$ cat src/include/icsc_pkg.sv
`default_nettype none
package icsc_pkg;

    // Bus geometry
    localparam int unsigned NUM_BUSES   = 4;
    localparam int unsigned SAMPLE_W    = 17;
    localparam int unsigned MASTER_IDX  = 2;
    localparam int unsigned BUF_DEPTH   = 2;

    // Register port geometry and byte offsets
    localparam int unsigned ADDR_W      = 8;
    localparam int unsigned DATA_W      = 16;
    localparam logic [7:0]  REG_CTRL     = 8'h00;
    localparam logic [7:0]  REG_SYNC_CFG = 8'h04;
    localparam logic [7:0]  REG_SYNC_CMD = 8'h08;
    localparam logic [7:0]  REG_STATUS   = 8'h0C;

    // Field positions not carried by a struct
    localparam int unsigned CMD_FIRE_BIT    = 0;
    localparam int unsigned STAT_OVR_LSB    = 0;
    localparam int unsigned STAT_VALID_LSB  = 4;
    localparam int unsigned STAT_SYNC1_BIT  = 8;
    localparam int unsigned STAT_SYNC2_BIT  = 9;
    localparam int unsigned STAT_BUSY_BIT   = 10;

    // Values after reset
    localparam logic [15:0] CTRL_RST     = 16'h0000;
    localparam logic [15:0] SYNC_CFG_RST = 16'h00FF;

    // Width of the sync_out pulse in clock cycles
    localparam logic [2:0]  SYNC_OUT_CYCLES = 3'h4;

    // Control word; bit_reverse sits at bit 4
    typedef struct packed {
        logic [3:0] interp;
        logic [3:0] clk_master;
        logic [2:0] rsvd;
        logic       bit_reverse;
        logic [3:0] fall_edge;
    } icsc_ctrl_t;

    // Actions that a synchronization event may trigger
    typedef struct packed {
        logic output_restart;
        logic filter_restart;
        logic decim_reset;
        logic carrier_update;
    } icsc_act_t;

    typedef struct packed {
        logic [6:0] rsvd;
        logic       loopback;
        icsc_act_t  in2_en;
        icsc_act_t  in1_en;
    } icsc_sync_cfg_t;

    // One captured word; zero_fill marks a stuffed sample
    typedef struct packed {
        logic                zero_fill;
        logic [SAMPLE_W-1:0] data;
    } icsc_sample_t;

endpackage : icsc_pkg
`default_nettype wire

$ cat src/verilog/icsc_top.sv
// Operation
// - each 17-bit bus captured on rising or falling clock edge, programmable
// - control word bit 4 reverses the bit order of the input buses
// - each bus has an active-low enable; in gated mode samples taken only while low
// - each enable works in gated or interpolated mode, selectable
// - gated mode takes exactly one sample per clock with enable low
// - buses A, B and D use their own clock or the master clock
// - bus C clock is also the master clock for all processing channels
// - either sync input can update oscillators, reset decimation, restart filters, output
// - each sync input response is individually enabled or disabled per block
// - one master sync output drives sync inputs of all devices, master too
// - optional internal path routes own sync output to own sync inputs
// - active-low reset halts processing and restores register defaults
`timescale 1ns/1ps
`default_nettype none
module icsc_top #(
    parameter int unsigned BUF_DEPTH = icsc_pkg::BUF_DEPTH
) (
    input  wire logic                                        clock,
    input  wire logic                                        rst_n,
    input  wire logic [icsc_pkg::ADDR_W-1:0]                 reg_addr,
    input  wire logic [icsc_pkg::DATA_W-1:0]                 reg_wdata,
    input  wire logic                                        reg_wr,
    input  wire logic                                        reg_rd,
    output var  logic [icsc_pkg::DATA_W-1:0]                 reg_rdata,
    input  wire logic [icsc_pkg::SAMPLE_W-1:0]               bus_a_data,
    input  wire logic [icsc_pkg::SAMPLE_W-1:0]               bus_b_data,
    input  wire logic [icsc_pkg::SAMPLE_W-1:0]               bus_c_data,
    input  wire logic [icsc_pkg::SAMPLE_W-1:0]               bus_d_data,
    input  wire logic                                        bus_a_enable_n,
    input  wire logic                                        bus_b_enable_n,
    input  wire logic                                        bus_c_enable_n,
    input  wire logic                                        bus_d_enable_n,
    input  wire logic                                        bus_a_clock,
    input  wire logic                                        bus_b_clock,
    input  wire logic                                        master_clock,
    input  wire logic                                        bus_d_clock,
    input  wire logic                                        global_sync_in_1,
    input  wire logic                                        global_sync_in_2,
    output var  logic                                        sync_out,
    output var  icsc_pkg::icsc_sample_t [icsc_pkg::NUM_BUSES-1:0] out_sample,
    output var  logic [icsc_pkg::NUM_BUSES-1:0]              out_valid,
    input  wire logic [icsc_pkg::NUM_BUSES-1:0]              out_ready,
    output var  logic                                        proc_tick,
    output var  icsc_pkg::icsc_act_t                         sync_act
);
    import icsc_pkg::*;

    function automatic logic [SAMPLE_W-1:0] bit_rev(input logic [SAMPLE_W-1:0] v);
        logic [SAMPLE_W-1:0] r;
        r = '0;
        for (int k = 0; k < SAMPLE_W; k++) begin
            r[k] = v[SAMPLE_W-1-k];
        end
        return r;
    endfunction : bit_rev

    function automatic logic addr_is(input logic [ADDR_W-1:0] a, input logic [7:0] off);
        return (a == off);
    endfunction : addr_is

    // Pin gathering
    wire [NUM_BUSES-1:0]               clk_pin = {bus_d_clock, master_clock,
                                                  bus_b_clock, bus_a_clock};
    wire [NUM_BUSES-1:0]               en_pin  = {bus_d_enable_n, bus_c_enable_n,
                                                  bus_b_enable_n, bus_a_enable_n};
    wire [NUM_BUSES-1:0][SAMPLE_W-1:0] dat_pin = {bus_d_data, bus_c_data,
                                                  bus_b_data, bus_a_data};

    // Registers
    icsc_ctrl_t      ctrl_ff;
    icsc_sync_cfg_t  sync_cfg_ff;
    logic [NUM_BUSES-1:0] ovr_ff;
    logic [DATA_W-1:0]    rdata_ff;

    // Synchronisers: stage 1 is read only by stage 2
    logic [NUM_BUSES-1:0]               clk_s1_ff;
    logic [NUM_BUSES-1:0]               clk_s2_ff;
    logic [NUM_BUSES-1:0]               clk_s3_ff;
    logic [NUM_BUSES-1:0]               en_s1_ff;
    logic [NUM_BUSES-1:0]               en_s2_ff;
    logic [NUM_BUSES-1:0][SAMPLE_W-1:0] dat_s1_ff;
    logic [NUM_BUSES-1:0][SAMPLE_W-1:0] dat_s2_ff;
    logic [1:0]                         sin_s1_ff;
    logic [1:0]                         sin_s2_ff;

    // Sync machinery
    logic [1:0]  sync_old_ff;
    logic [2:0]  sync_cnt_ff;
    logic        sync_out_ff;
    icsc_act_t   act_ff;
    logic        tick_ff;

    // Capture path per bus
    logic [NUM_BUSES-1:0] accept;
    logic [NUM_BUSES-1:0] buf_ready;
    icsc_sample_t [NUM_BUSES-1:0] cap_word;

    // Register port decoding
    wire wr_ctrl   = reg_wr & addr_is(reg_addr, REG_CTRL);
    wire wr_cfg    = reg_wr & addr_is(reg_addr, REG_SYNC_CFG);
    wire wr_cmd    = reg_wr & addr_is(reg_addr, REG_SYNC_CMD);
    wire wr_stat   = reg_wr & addr_is(reg_addr, REG_STATUS);
    wire sync_fire = wr_cmd & reg_wdata[CMD_FIRE_BIT];

    // Reserved fields are forced to zero on write
    wire icsc_ctrl_t     wr_ctrl_val = icsc_ctrl_t'(reg_wdata & 16'hFF1F);
    wire icsc_sync_cfg_t wr_cfg_val  = icsc_sync_cfg_t'(reg_wdata & 16'h01FF);

    // Overrun clear by writing ones; a same-cycle overrun still sets
    wire [NUM_BUSES-1:0] ovr_clr = wr_stat ? reg_wdata[STAT_OVR_LSB +: NUM_BUSES] : '0;
    wire [NUM_BUSES-1:0] ovr_set = accept & ~buf_ready;
    wire [NUM_BUSES-1:0] nxt_ovr = (ovr_ff & ~ovr_clr) | ovr_set;

    wire [DATA_W-1:0] status_word = DATA_W'({sync_out_ff, sin_s2_ff[1], sin_s2_ff[0],
                                             out_valid, ovr_ff});

    wire [DATA_W-1:0] rd_mux =
        addr_is(reg_addr, REG_CTRL)     ? DATA_W'(ctrl_ff)     :
        addr_is(reg_addr, REG_SYNC_CFG) ? DATA_W'(sync_cfg_ff) :
        addr_is(reg_addr, REG_SYNC_CMD) ? DATA_W'(sync_out_ff) :
        addr_is(reg_addr, REG_STATUS)   ? status_word          : '0;
    wire [DATA_W-1:0] nxt_rdata = reg_rd ? rd_mux : '0;

    always_ff @(posedge clock or negedge rst_n) begin
        if (!rst_n) begin
            ctrl_ff <= icsc_ctrl_t'(CTRL_RST);
        end else if (wr_ctrl) begin
            ctrl_ff <= wr_ctrl_val;
        end
    end

    always_ff @(posedge clock or negedge rst_n) begin
        if (!rst_n) begin
            sync_cfg_ff <= icsc_sync_cfg_t'(SYNC_CFG_RST);
        end else if (wr_cfg) begin
            sync_cfg_ff <= wr_cfg_val;
        end
    end

    always_ff @(posedge clock or negedge rst_n) begin
        if (!rst_n) begin
            ovr_ff <= '0;
        end else begin
            ovr_ff <= nxt_ovr;
        end
    end

    // Read data fall back to zero outside the answer cycle
    always_ff @(posedge clock or negedge rst_n) begin
        if (!rst_n) begin
            rdata_ff <= '0;
        end else begin
            rdata_ff <= nxt_rdata;
        end
    end

    // Pins cross into the clock domain through two stages
    always_ff @(posedge clock or negedge rst_n) begin
        if (!rst_n) begin
            clk_s1_ff <= '0;
            clk_s2_ff <= '0;
            clk_s3_ff <= '0;
        end else begin
            clk_s1_ff <= clk_pin;
            clk_s2_ff <= clk_s1_ff;
            clk_s3_ff <= clk_s2_ff;
        end
    end

    // Enables reset high, so nothing is taken before the pins are seen
    always_ff @(posedge clock or negedge rst_n) begin
        if (!rst_n) begin
            en_s1_ff <= '1;
            en_s2_ff <= '1;
        end else begin
            en_s1_ff <= en_pin;
            en_s2_ff <= en_s1_ff;
        end
    end

    // Data words are read only at a detected edge, long after they settle
    always_ff @(posedge clock or negedge rst_n) begin
        if (!rst_n) begin
            dat_s1_ff <= '0;
            dat_s2_ff <= '0;
        end else begin
            dat_s1_ff <= dat_pin;
            dat_s2_ff <= dat_s1_ff;
        end
    end

    always_ff @(posedge clock or negedge rst_n) begin
        if (!rst_n) begin
            sin_s1_ff <= '0;
            sin_s2_ff <= '0;
        end else begin
            sin_s1_ff <= {global_sync_in_2, global_sync_in_1};
            sin_s2_ff <= sin_s1_ff;
        end
    end

    // Data and enable share the clock's delay, so the word seen at an edge
    // is the word on the pins at that edge; the link clock must stay well
    // below the sampling rate for this to hold
    for (genvar i = 0; i < NUM_BUSES; i++) begin : g_bus
        wire use_master = (i == MASTER_IDX) || ctrl_ff.clk_master[i];
        wire lvl_now    = use_master ? clk_s2_ff[MASTER_IDX] : clk_s2_ff[i];
        wire lvl_old    = use_master ? clk_s3_ff[MASTER_IDX] : clk_s3_ff[i];
        wire edge_hit   = ctrl_ff.fall_edge[i] ? (~lvl_now & lvl_old)
                                               : (lvl_now & ~lvl_old);
        wire en_low     = ~en_s2_ff[i];
        wire [SAMPLE_W-1:0] ordered = ctrl_ff.bit_reverse ? bit_rev(dat_s2_ff[i])
                                                          : dat_s2_ff[i];

        assign accept[i]   = edge_hit & (en_low | ctrl_ff.interp[i]);
        // Interpolated mode stuffs a zero word while the enable is high
        assign cap_word[i] = '{zero_fill: ~en_low,
                               data:      en_low ? ordered : '0};

        // A full buffer cannot stall the pins; the word is dropped and flagged
        icsc_fifo #(
            .WIDTH ($bits(icsc_sample_t)),
            .DEPTH (BUF_DEPTH)
        ) u_buf (
            .clock     (clock),
            .rst_n     (rst_n),
            .in_valid  (accept[i]),
            .in_ready  (buf_ready[i]),
            .in_data   (cap_word[i]),
            .out_valid (out_valid[i]),
            .out_ready (out_ready[i]),
            .out_data  (out_sample[i])
        );
    end

    wire m_now       = clk_s2_ff[MASTER_IDX];
    wire m_old       = clk_s3_ff[MASTER_IDX];
    wire master_edge = ctrl_ff.fall_edge[MASTER_IDX] ? (~m_now & m_old) : (m_now & ~m_old);

    wire [1:0] sync_lvl  = sync_cfg_ff.loopback ? {2{sync_out_ff}} : sin_s2_ff;
    wire [1:0] sync_rise = sync_lvl & ~sync_old_ff;

    wire icsc_act_t nxt_act = icsc_act_t'(({4{sync_rise[0]}} & sync_cfg_ff.in1_en) |
                                          ({4{sync_rise[1]}} & sync_cfg_ff.in2_en));

    wire [2:0] nxt_sync_cnt = sync_fire            ? SYNC_OUT_CYCLES :
                              (sync_cnt_ff != '0)  ? sync_cnt_ff - 3'h1 : '0;

    always_ff @(posedge clock or negedge rst_n) begin
        if (!rst_n) begin
            sync_old_ff <= '0;
        end else begin
            sync_old_ff <= sync_lvl;
        end
    end

    // A fire during a running pulse restarts the count
    always_ff @(posedge clock or negedge rst_n) begin
        if (!rst_n) begin
            sync_cnt_ff <= '0;
            sync_out_ff <= 1'b0;
        end else begin
            sync_cnt_ff <= nxt_sync_cnt;
            sync_out_ff <= (nxt_sync_cnt != '0);
        end
    end

    always_ff @(posedge clock or negedge rst_n) begin
        if (!rst_n) begin
            act_ff <= '0;
        end else begin
            act_ff <= nxt_act;
        end
    end

    always_ff @(posedge clock or negedge rst_n) begin
        if (!rst_n) begin
            tick_ff <= 1'b0;
        end else begin
            tick_ff <= master_edge;
        end
    end

    assign reg_rdata = rdata_ff;
    assign sync_out  = sync_out_ff;
    assign sync_act  = act_ff;
    assign proc_tick = tick_ff;

endmodule : icsc_top
`default_nettype wire

$ cat src/verilog/icsc_fifo.sv
`timescale 1ns/1ps
`default_nettype none
module icsc_fifo #(
    parameter int unsigned WIDTH = 18,
    parameter int unsigned DEPTH = 2
) (
    input  wire logic             clock,
    input  wire logic             rst_n,
    input  wire logic             in_valid,
    output var  logic             in_ready,
    input  wire logic [WIDTH-1:0] in_data,
    output var  logic             out_valid,
    input  wire logic             out_ready,
    output var  logic [WIDTH-1:0] out_data
);
    localparam int unsigned CW = $clog2(DEPTH + 1);
    localparam logic [CW-1:0] FULL_CNT = CW'(DEPTH);

    logic [WIDTH-1:0] mem_ff [DEPTH];
    logic [CW-1:0]    count_ff;
    logic             ready_ff;
    logic             valid_ff;

    wire            push     = in_valid & ready_ff;
    wire            pop      = valid_ff & out_ready;
    wire [CW-1:0]   wpos     = count_ff - CW'(pop);
    wire [CW-1:0]   nxt_cnt  = count_ff + CW'(push) - CW'(pop);

    // Head always sits in slot 0, so the output needs no read mux
    always_ff @(posedge clock or negedge rst_n) begin
        if (!rst_n) begin
            for (int k = 0; k < DEPTH; k++) begin
                mem_ff[k] <= '0;
            end
        end else begin
            for (int k = 0; k < DEPTH; k++) begin
                if (pop && (k + 1 < DEPTH)) begin
                    mem_ff[k] <= mem_ff[k + 1];
                end
                if (push && (wpos == CW'(k))) begin
                    mem_ff[k] <= in_data;
                end
            end
        end
    end

    always_ff @(posedge clock or negedge rst_n) begin
        if (!rst_n) begin
            count_ff <= '0;
            ready_ff <= 1'b0;
            valid_ff <= 1'b0;
        end else begin
            count_ff <= nxt_cnt;
            ready_ff <= (nxt_cnt != FULL_CNT);
            valid_ff <= (nxt_cnt != '0);
        end
    end

    assign in_ready  = ready_ff;
    assign out_valid = valid_ff;
    assign out_data  = mem_ff[0];

endmodule : icsc_fifo
`default_nettype wire

$ cat config.mk
export PLATFORM = sky130hd
export DESIGN_NAME = icsc_top
export DESIGN_NICKNAME = d
export VERILOG_FILES = /design/src/include/icsc_pkg.sv /design/src/verilog/icsc_top.sv /design/src/verilog/icsc_fifo.sv
export SDC_FILE = /design/constraint.sdc
export NUM_CORES = 1
export LEC_CHECK = 0
export ABC_AREA = 1
export BUFFER_PORTS_ARGS = -buffer_cell sky130_fd_sc_hd__buf_2
export CORE_ASPECT_RATIO = 1.75
export CORE_MARGIN = 8
export CORE_UTILIZATION = 55
export CTS_CLUSTER_SIZE = 20
export DETAILED_ROUTE_END_ITERATION = 8
export PLACE_DENSITY = 0.77
export SLEW_MARGIN = 20
export SYNTH_ARGS = -nofsm -noshare
export SYNTH_HDL_FRONTEND = slang
export SYNTH_SLANG_ARGS = --single-unit
$ cat constraint.sdc
create_clock -name clock -period 7.45 [get_ports clock]
set_clock_uncertainty 0.15 [all_clocks]
set_input_delay 0.3725 -clock clock [delete_from_list [all_inputs] [get_ports clock]]
set_output_delay 0.3725 -clock clock [all_outputs]
set_load 0.005 [all_outputs]
==> impl_metrics.toml <==
[final_layout]
seq_area_um2 = 9355
utilization = 0.6552
final_net_count = 1915
layout_commonest_cell = "nand2_1"
drive_above_1_share = 0.1823
final_cell_mix = "403 x nand2_1, 356 x dfrtp_1, 206 x buf_2"
area_growth_pct = 17.49
multi_input_area_um2 = 4647
fillers = 2156

[synthesis]
yosys.area_share.simple = 0.2061
syn-instance-count = 1601
synth_compound_area_frac = 0.07696
syn-num-nets = 1721
netlist-cell-type-count = 40
synth_area_um2 = 15540
muxShareOfSynthArea = 0.002898
synth_xor_area_frac = 0.004991
synth_top_family_by_area = "simple AND/OR/NAND/NOR gates"
yosysWarnings = 0
synth-seq-cells = 373
yosysSeqAreaShare = 0.6018
avgSynthCellArea_um2 = 9.708
synth_fa_ha_area_frac = 0.008050

[pwr]
ir_drop_v = 0.0002410
leakagePower_nw = 9.266
cellPowerDensity_nw_per_um2 = 327.5

[run_status]
status = "finished clean"

[die]
coreArea_um2 = 27870
die-height_um = 238.4
io-pin-count = 208
start_util = 0.5577
die_area_um2 = 34110
die_w_um = 143.1
rows = 81

[placed_design]
routabilityCongestion = 0.8730
dp_hpwl_um = 24580
io_buffers = 207

[grt]
grt_pass1_wl_um = 60960
grt_max_degree = 167
grt.total_usage = 0.2249
first_global_vias = 12131
grt.overflow.total = 0
antenna_found_initial = 0

[setup_path]
cp_common_cell = "nand2_1"
slowest_stage = "clkinv_1"
critPathMaxFanout = 36
arrival_ns = 4.21
cp-start-kind = "flip-flop"
max_stage_delay_ns = 0.70
crit_required_ns = 7.70
path_cells = "nand2_1 > clkinv_1 > ha_1 > xor2_1 > nor2_4 > nand4_4 > nand3_1 > nand2_1"
crit_family = "simple AND/OR/NAND/NOR gates"
crit_type = "flip-flop to flip-flop"
critPathBufInv = 1
end_kind = "flip-flop"

[timing]
rsz0062_at_grt = "false"
setup_viol = 0
worst_slew_pin_slew_ns = 0.9170
finalCritPeriodShare = 0.5319
maxSlewViolCount = 0
min_period_ns = 3.963
max_freq_ghz = 0.2524
tns_ns = 0
relSlewSlack = 0.3886
finalHoldViolCount = 0
whs_ns = 0.03441

[clock_network]
clk_latency_ns = 0.53
clk_path_buf_depth = 3
htree_levels = 2
post_cts_resized = 0
ctsRootBufferMaster = "clkbuf_16"
numClockSinks = 373
cts_hold_buf = 98
path_clk_slew_ns = 0.06
cts_tree = "yes"
cts_buffers = 35
post_cts_buffers = 0

[detailed_routing]
drc = 0
drt_iter0_drc = 660
dr_total_vias = 11616
routedWlPerCell_um = 17.11
drt_pass1_iterations = 8
routed_wirelength_um = 37560
ant_nets = 0
via_per_inst = 5.292

[min_path]
hold_path_class = "input pin to flip-flop"

[job]
drv_cap = 0
-- path summary, 6_finish.rpt --
kind | from | end | slack (ns) | depth (start not counted)
max in group asynchronous | rst_n | g_bus[0].u_buf.mem_ff[5] | 4.81 | 4
setup / recovery | g_bus[3].u_buf.out_valid | g_bus[3].u_buf.out_data[3] | 3.49 | 8
setup reg to reg | g_bus[3].u_buf.out_valid | g_bus[3].u_buf.out_data[3] | 3.49 | 8
hold / removal | reg_rd | reg_rdata[1] | 0.03 | 3
hold reg to reg | dat_s1_ff[16] | dat_s2_ff[16] | 0.20 | 0
min in group asynchronous | rst_n | g_bus[1].u_buf.out_valid | 0.29 | 2
-- state kept, by name, summed over array words and instances, names as in the netlist, 2 cells and up --
register               cells
clk_s3_ff                  4
ctrl_ff                   13
g_bus.u_buf.in_ready       4
sin_s2_ff                  2
ovr_ff                     4
en_s2_ff                   4
g_bus.u_buf.out_data      72
sync_cfg_ff                9
sync_cnt_ff                3
dat_s1_ff                 68
dat_s2_ff                 68
clk_s1_ff                  4
clk_s2_ff                  4
g_bus.u_buf.count_ff       8
g_bus.u_buf.mem_ff        72
sync_old_ff                2
g_bus.u_buf.out_valid      4
sin_s1_ff                  2
en_s1_ff                   4
reg_rdata                 16
sync_act                   4
-- logic make-up after synthesis --
family	after synthesis
adder cells (fa/ha/maj)	10
AND/OR/NAND/NOR	706
XOR/XNOR	8
multiplexers	4
buffers and inverters	270
flip-flops	373
AO/OA/AOI/OAI	230
-- power breakdown --
| part | switching (mW) | total, mW | internal [mW] |
|---|---|---|---|
| Sequential | 0.265 | 2.69 | 2.43 |
| Combinational | 0.849 | 1.34 | 0.491 |
| Clock | 0.744 | 1.95 | 1.20 |
-- routing by layer --
metal / wire length, um / GRT usage
met5: 0 / 0
met4: 1625 / 0.1084
met3: 2255 / 0.04102
met2: 20250 / 0.4149
met1: 13430 / 0.2394
-- final cells by class --
cell class | instances | area share
repair buffers | 312 | 0.1146
flip-flops and latches | 373 | 0.5123
well taps | 373 | 0.02556
diodes | 1 | 0.0001370
clock inverters | 12 | 0.01288
clock buffers | 51 | 0.05632
multi-input cells | 958 | 0.2545
inverters | 115 | 0.02378
-- synthesized netlist by cell type --
| master | number | area, um2 |
|---|---|---|
| nand4_1 | 72 | 450.4 |
| xor2_2 | 1 | 16.27 |
| o21ai_0 | 73 | 365.4 |
| nand3_4 | 5 | 87.58 |
| buf_6 | 22 | 247.7 |
| mux2_2 | 2 | 22.52 |
| o211ai_1 | 2 | 15.01 |
| a21oi_4 | 1 | 16.27 |
| dfrtp_1 | 357 | 8934 |
| clkbuf_1 | 16 | 60.06 |
| inv_4 | 1 | 6.260 |
| nor2_1 | 88 | 330.3 |
| xor2_1 | 4 | 35.03 |
| buf_2 | 30 | 150.1 |
| dfstp_2 | 16 | 420.4 |
| nand3_1 | 107 | 535.5 |
| nand4_4 | 3 | 63.81 |
| clkinv_1 | 4 | 15.01 |
| nand2_1 | 403 | 1513 |
| nor2_4 | 7 | 78.83 |
| mux2_1 | 2 | 22.52 |
| inv_2 | 9 | 33.78 |
| o21ai_1 | 67 | 335.3 |
| nor3_1 | 7 | 35.03 |
| nor4_2 | 1 | 12.51 |
| or2_2 | 1 | 6.260 |
| a21oi_2 | 6 | 52.55 |
| o21ai_2 | 1 | 8.760 |
| and2_1 | 2 | 12.51 |
| nor4_4 | 1 | 21.27 |
| nand2_2 | 6 | 37.54 |
| buf_4 | 86 | 645.6 |
| nor2_2 | 2 | 12.51 |
| xnor2_1 | 3 | 26.28 |
| a211oi_1 | 1 | 7.510 |
| inv_1 | 101 | 379.1 |
| ha_1 | 10 | 125.1 |
| buf_1 | 1 | 3.750 |
| nor4_1 | 1 | 6.260 |
| a21oi_1 | 79 | 395.4 |
-- through the flow --
step | total power [mW] | std cells | cell area (um2) | worst slack, ns
after floorplan | 3.746 | 1601 | 15540 | 5.058
after global placement | 3.951 | 2033 | 16010 | 3.591
after detailed placement | 4.014 | 2033 | 16010 | 3.538
after CTS | 6.023 | 2194 | 18260 | 3.489
after global routing | 6.323 | 2194 | 18260 | 3.186
final | 5.980 | 2195 | 18260 | 3.487
-- worst register-to-register path, cell delays in order, from the launching register on --
cell and delay (ns):
dfrtp_1 0.48, nand2_1 0.57, clkinv_1 0.71, ha_1 0.46, xor2_1 0.22, nor2_4 0.43, nand4_4 0.51, nand3_1 0.26
nand2_1 0.07
Power figures use the tool's default switching activity.
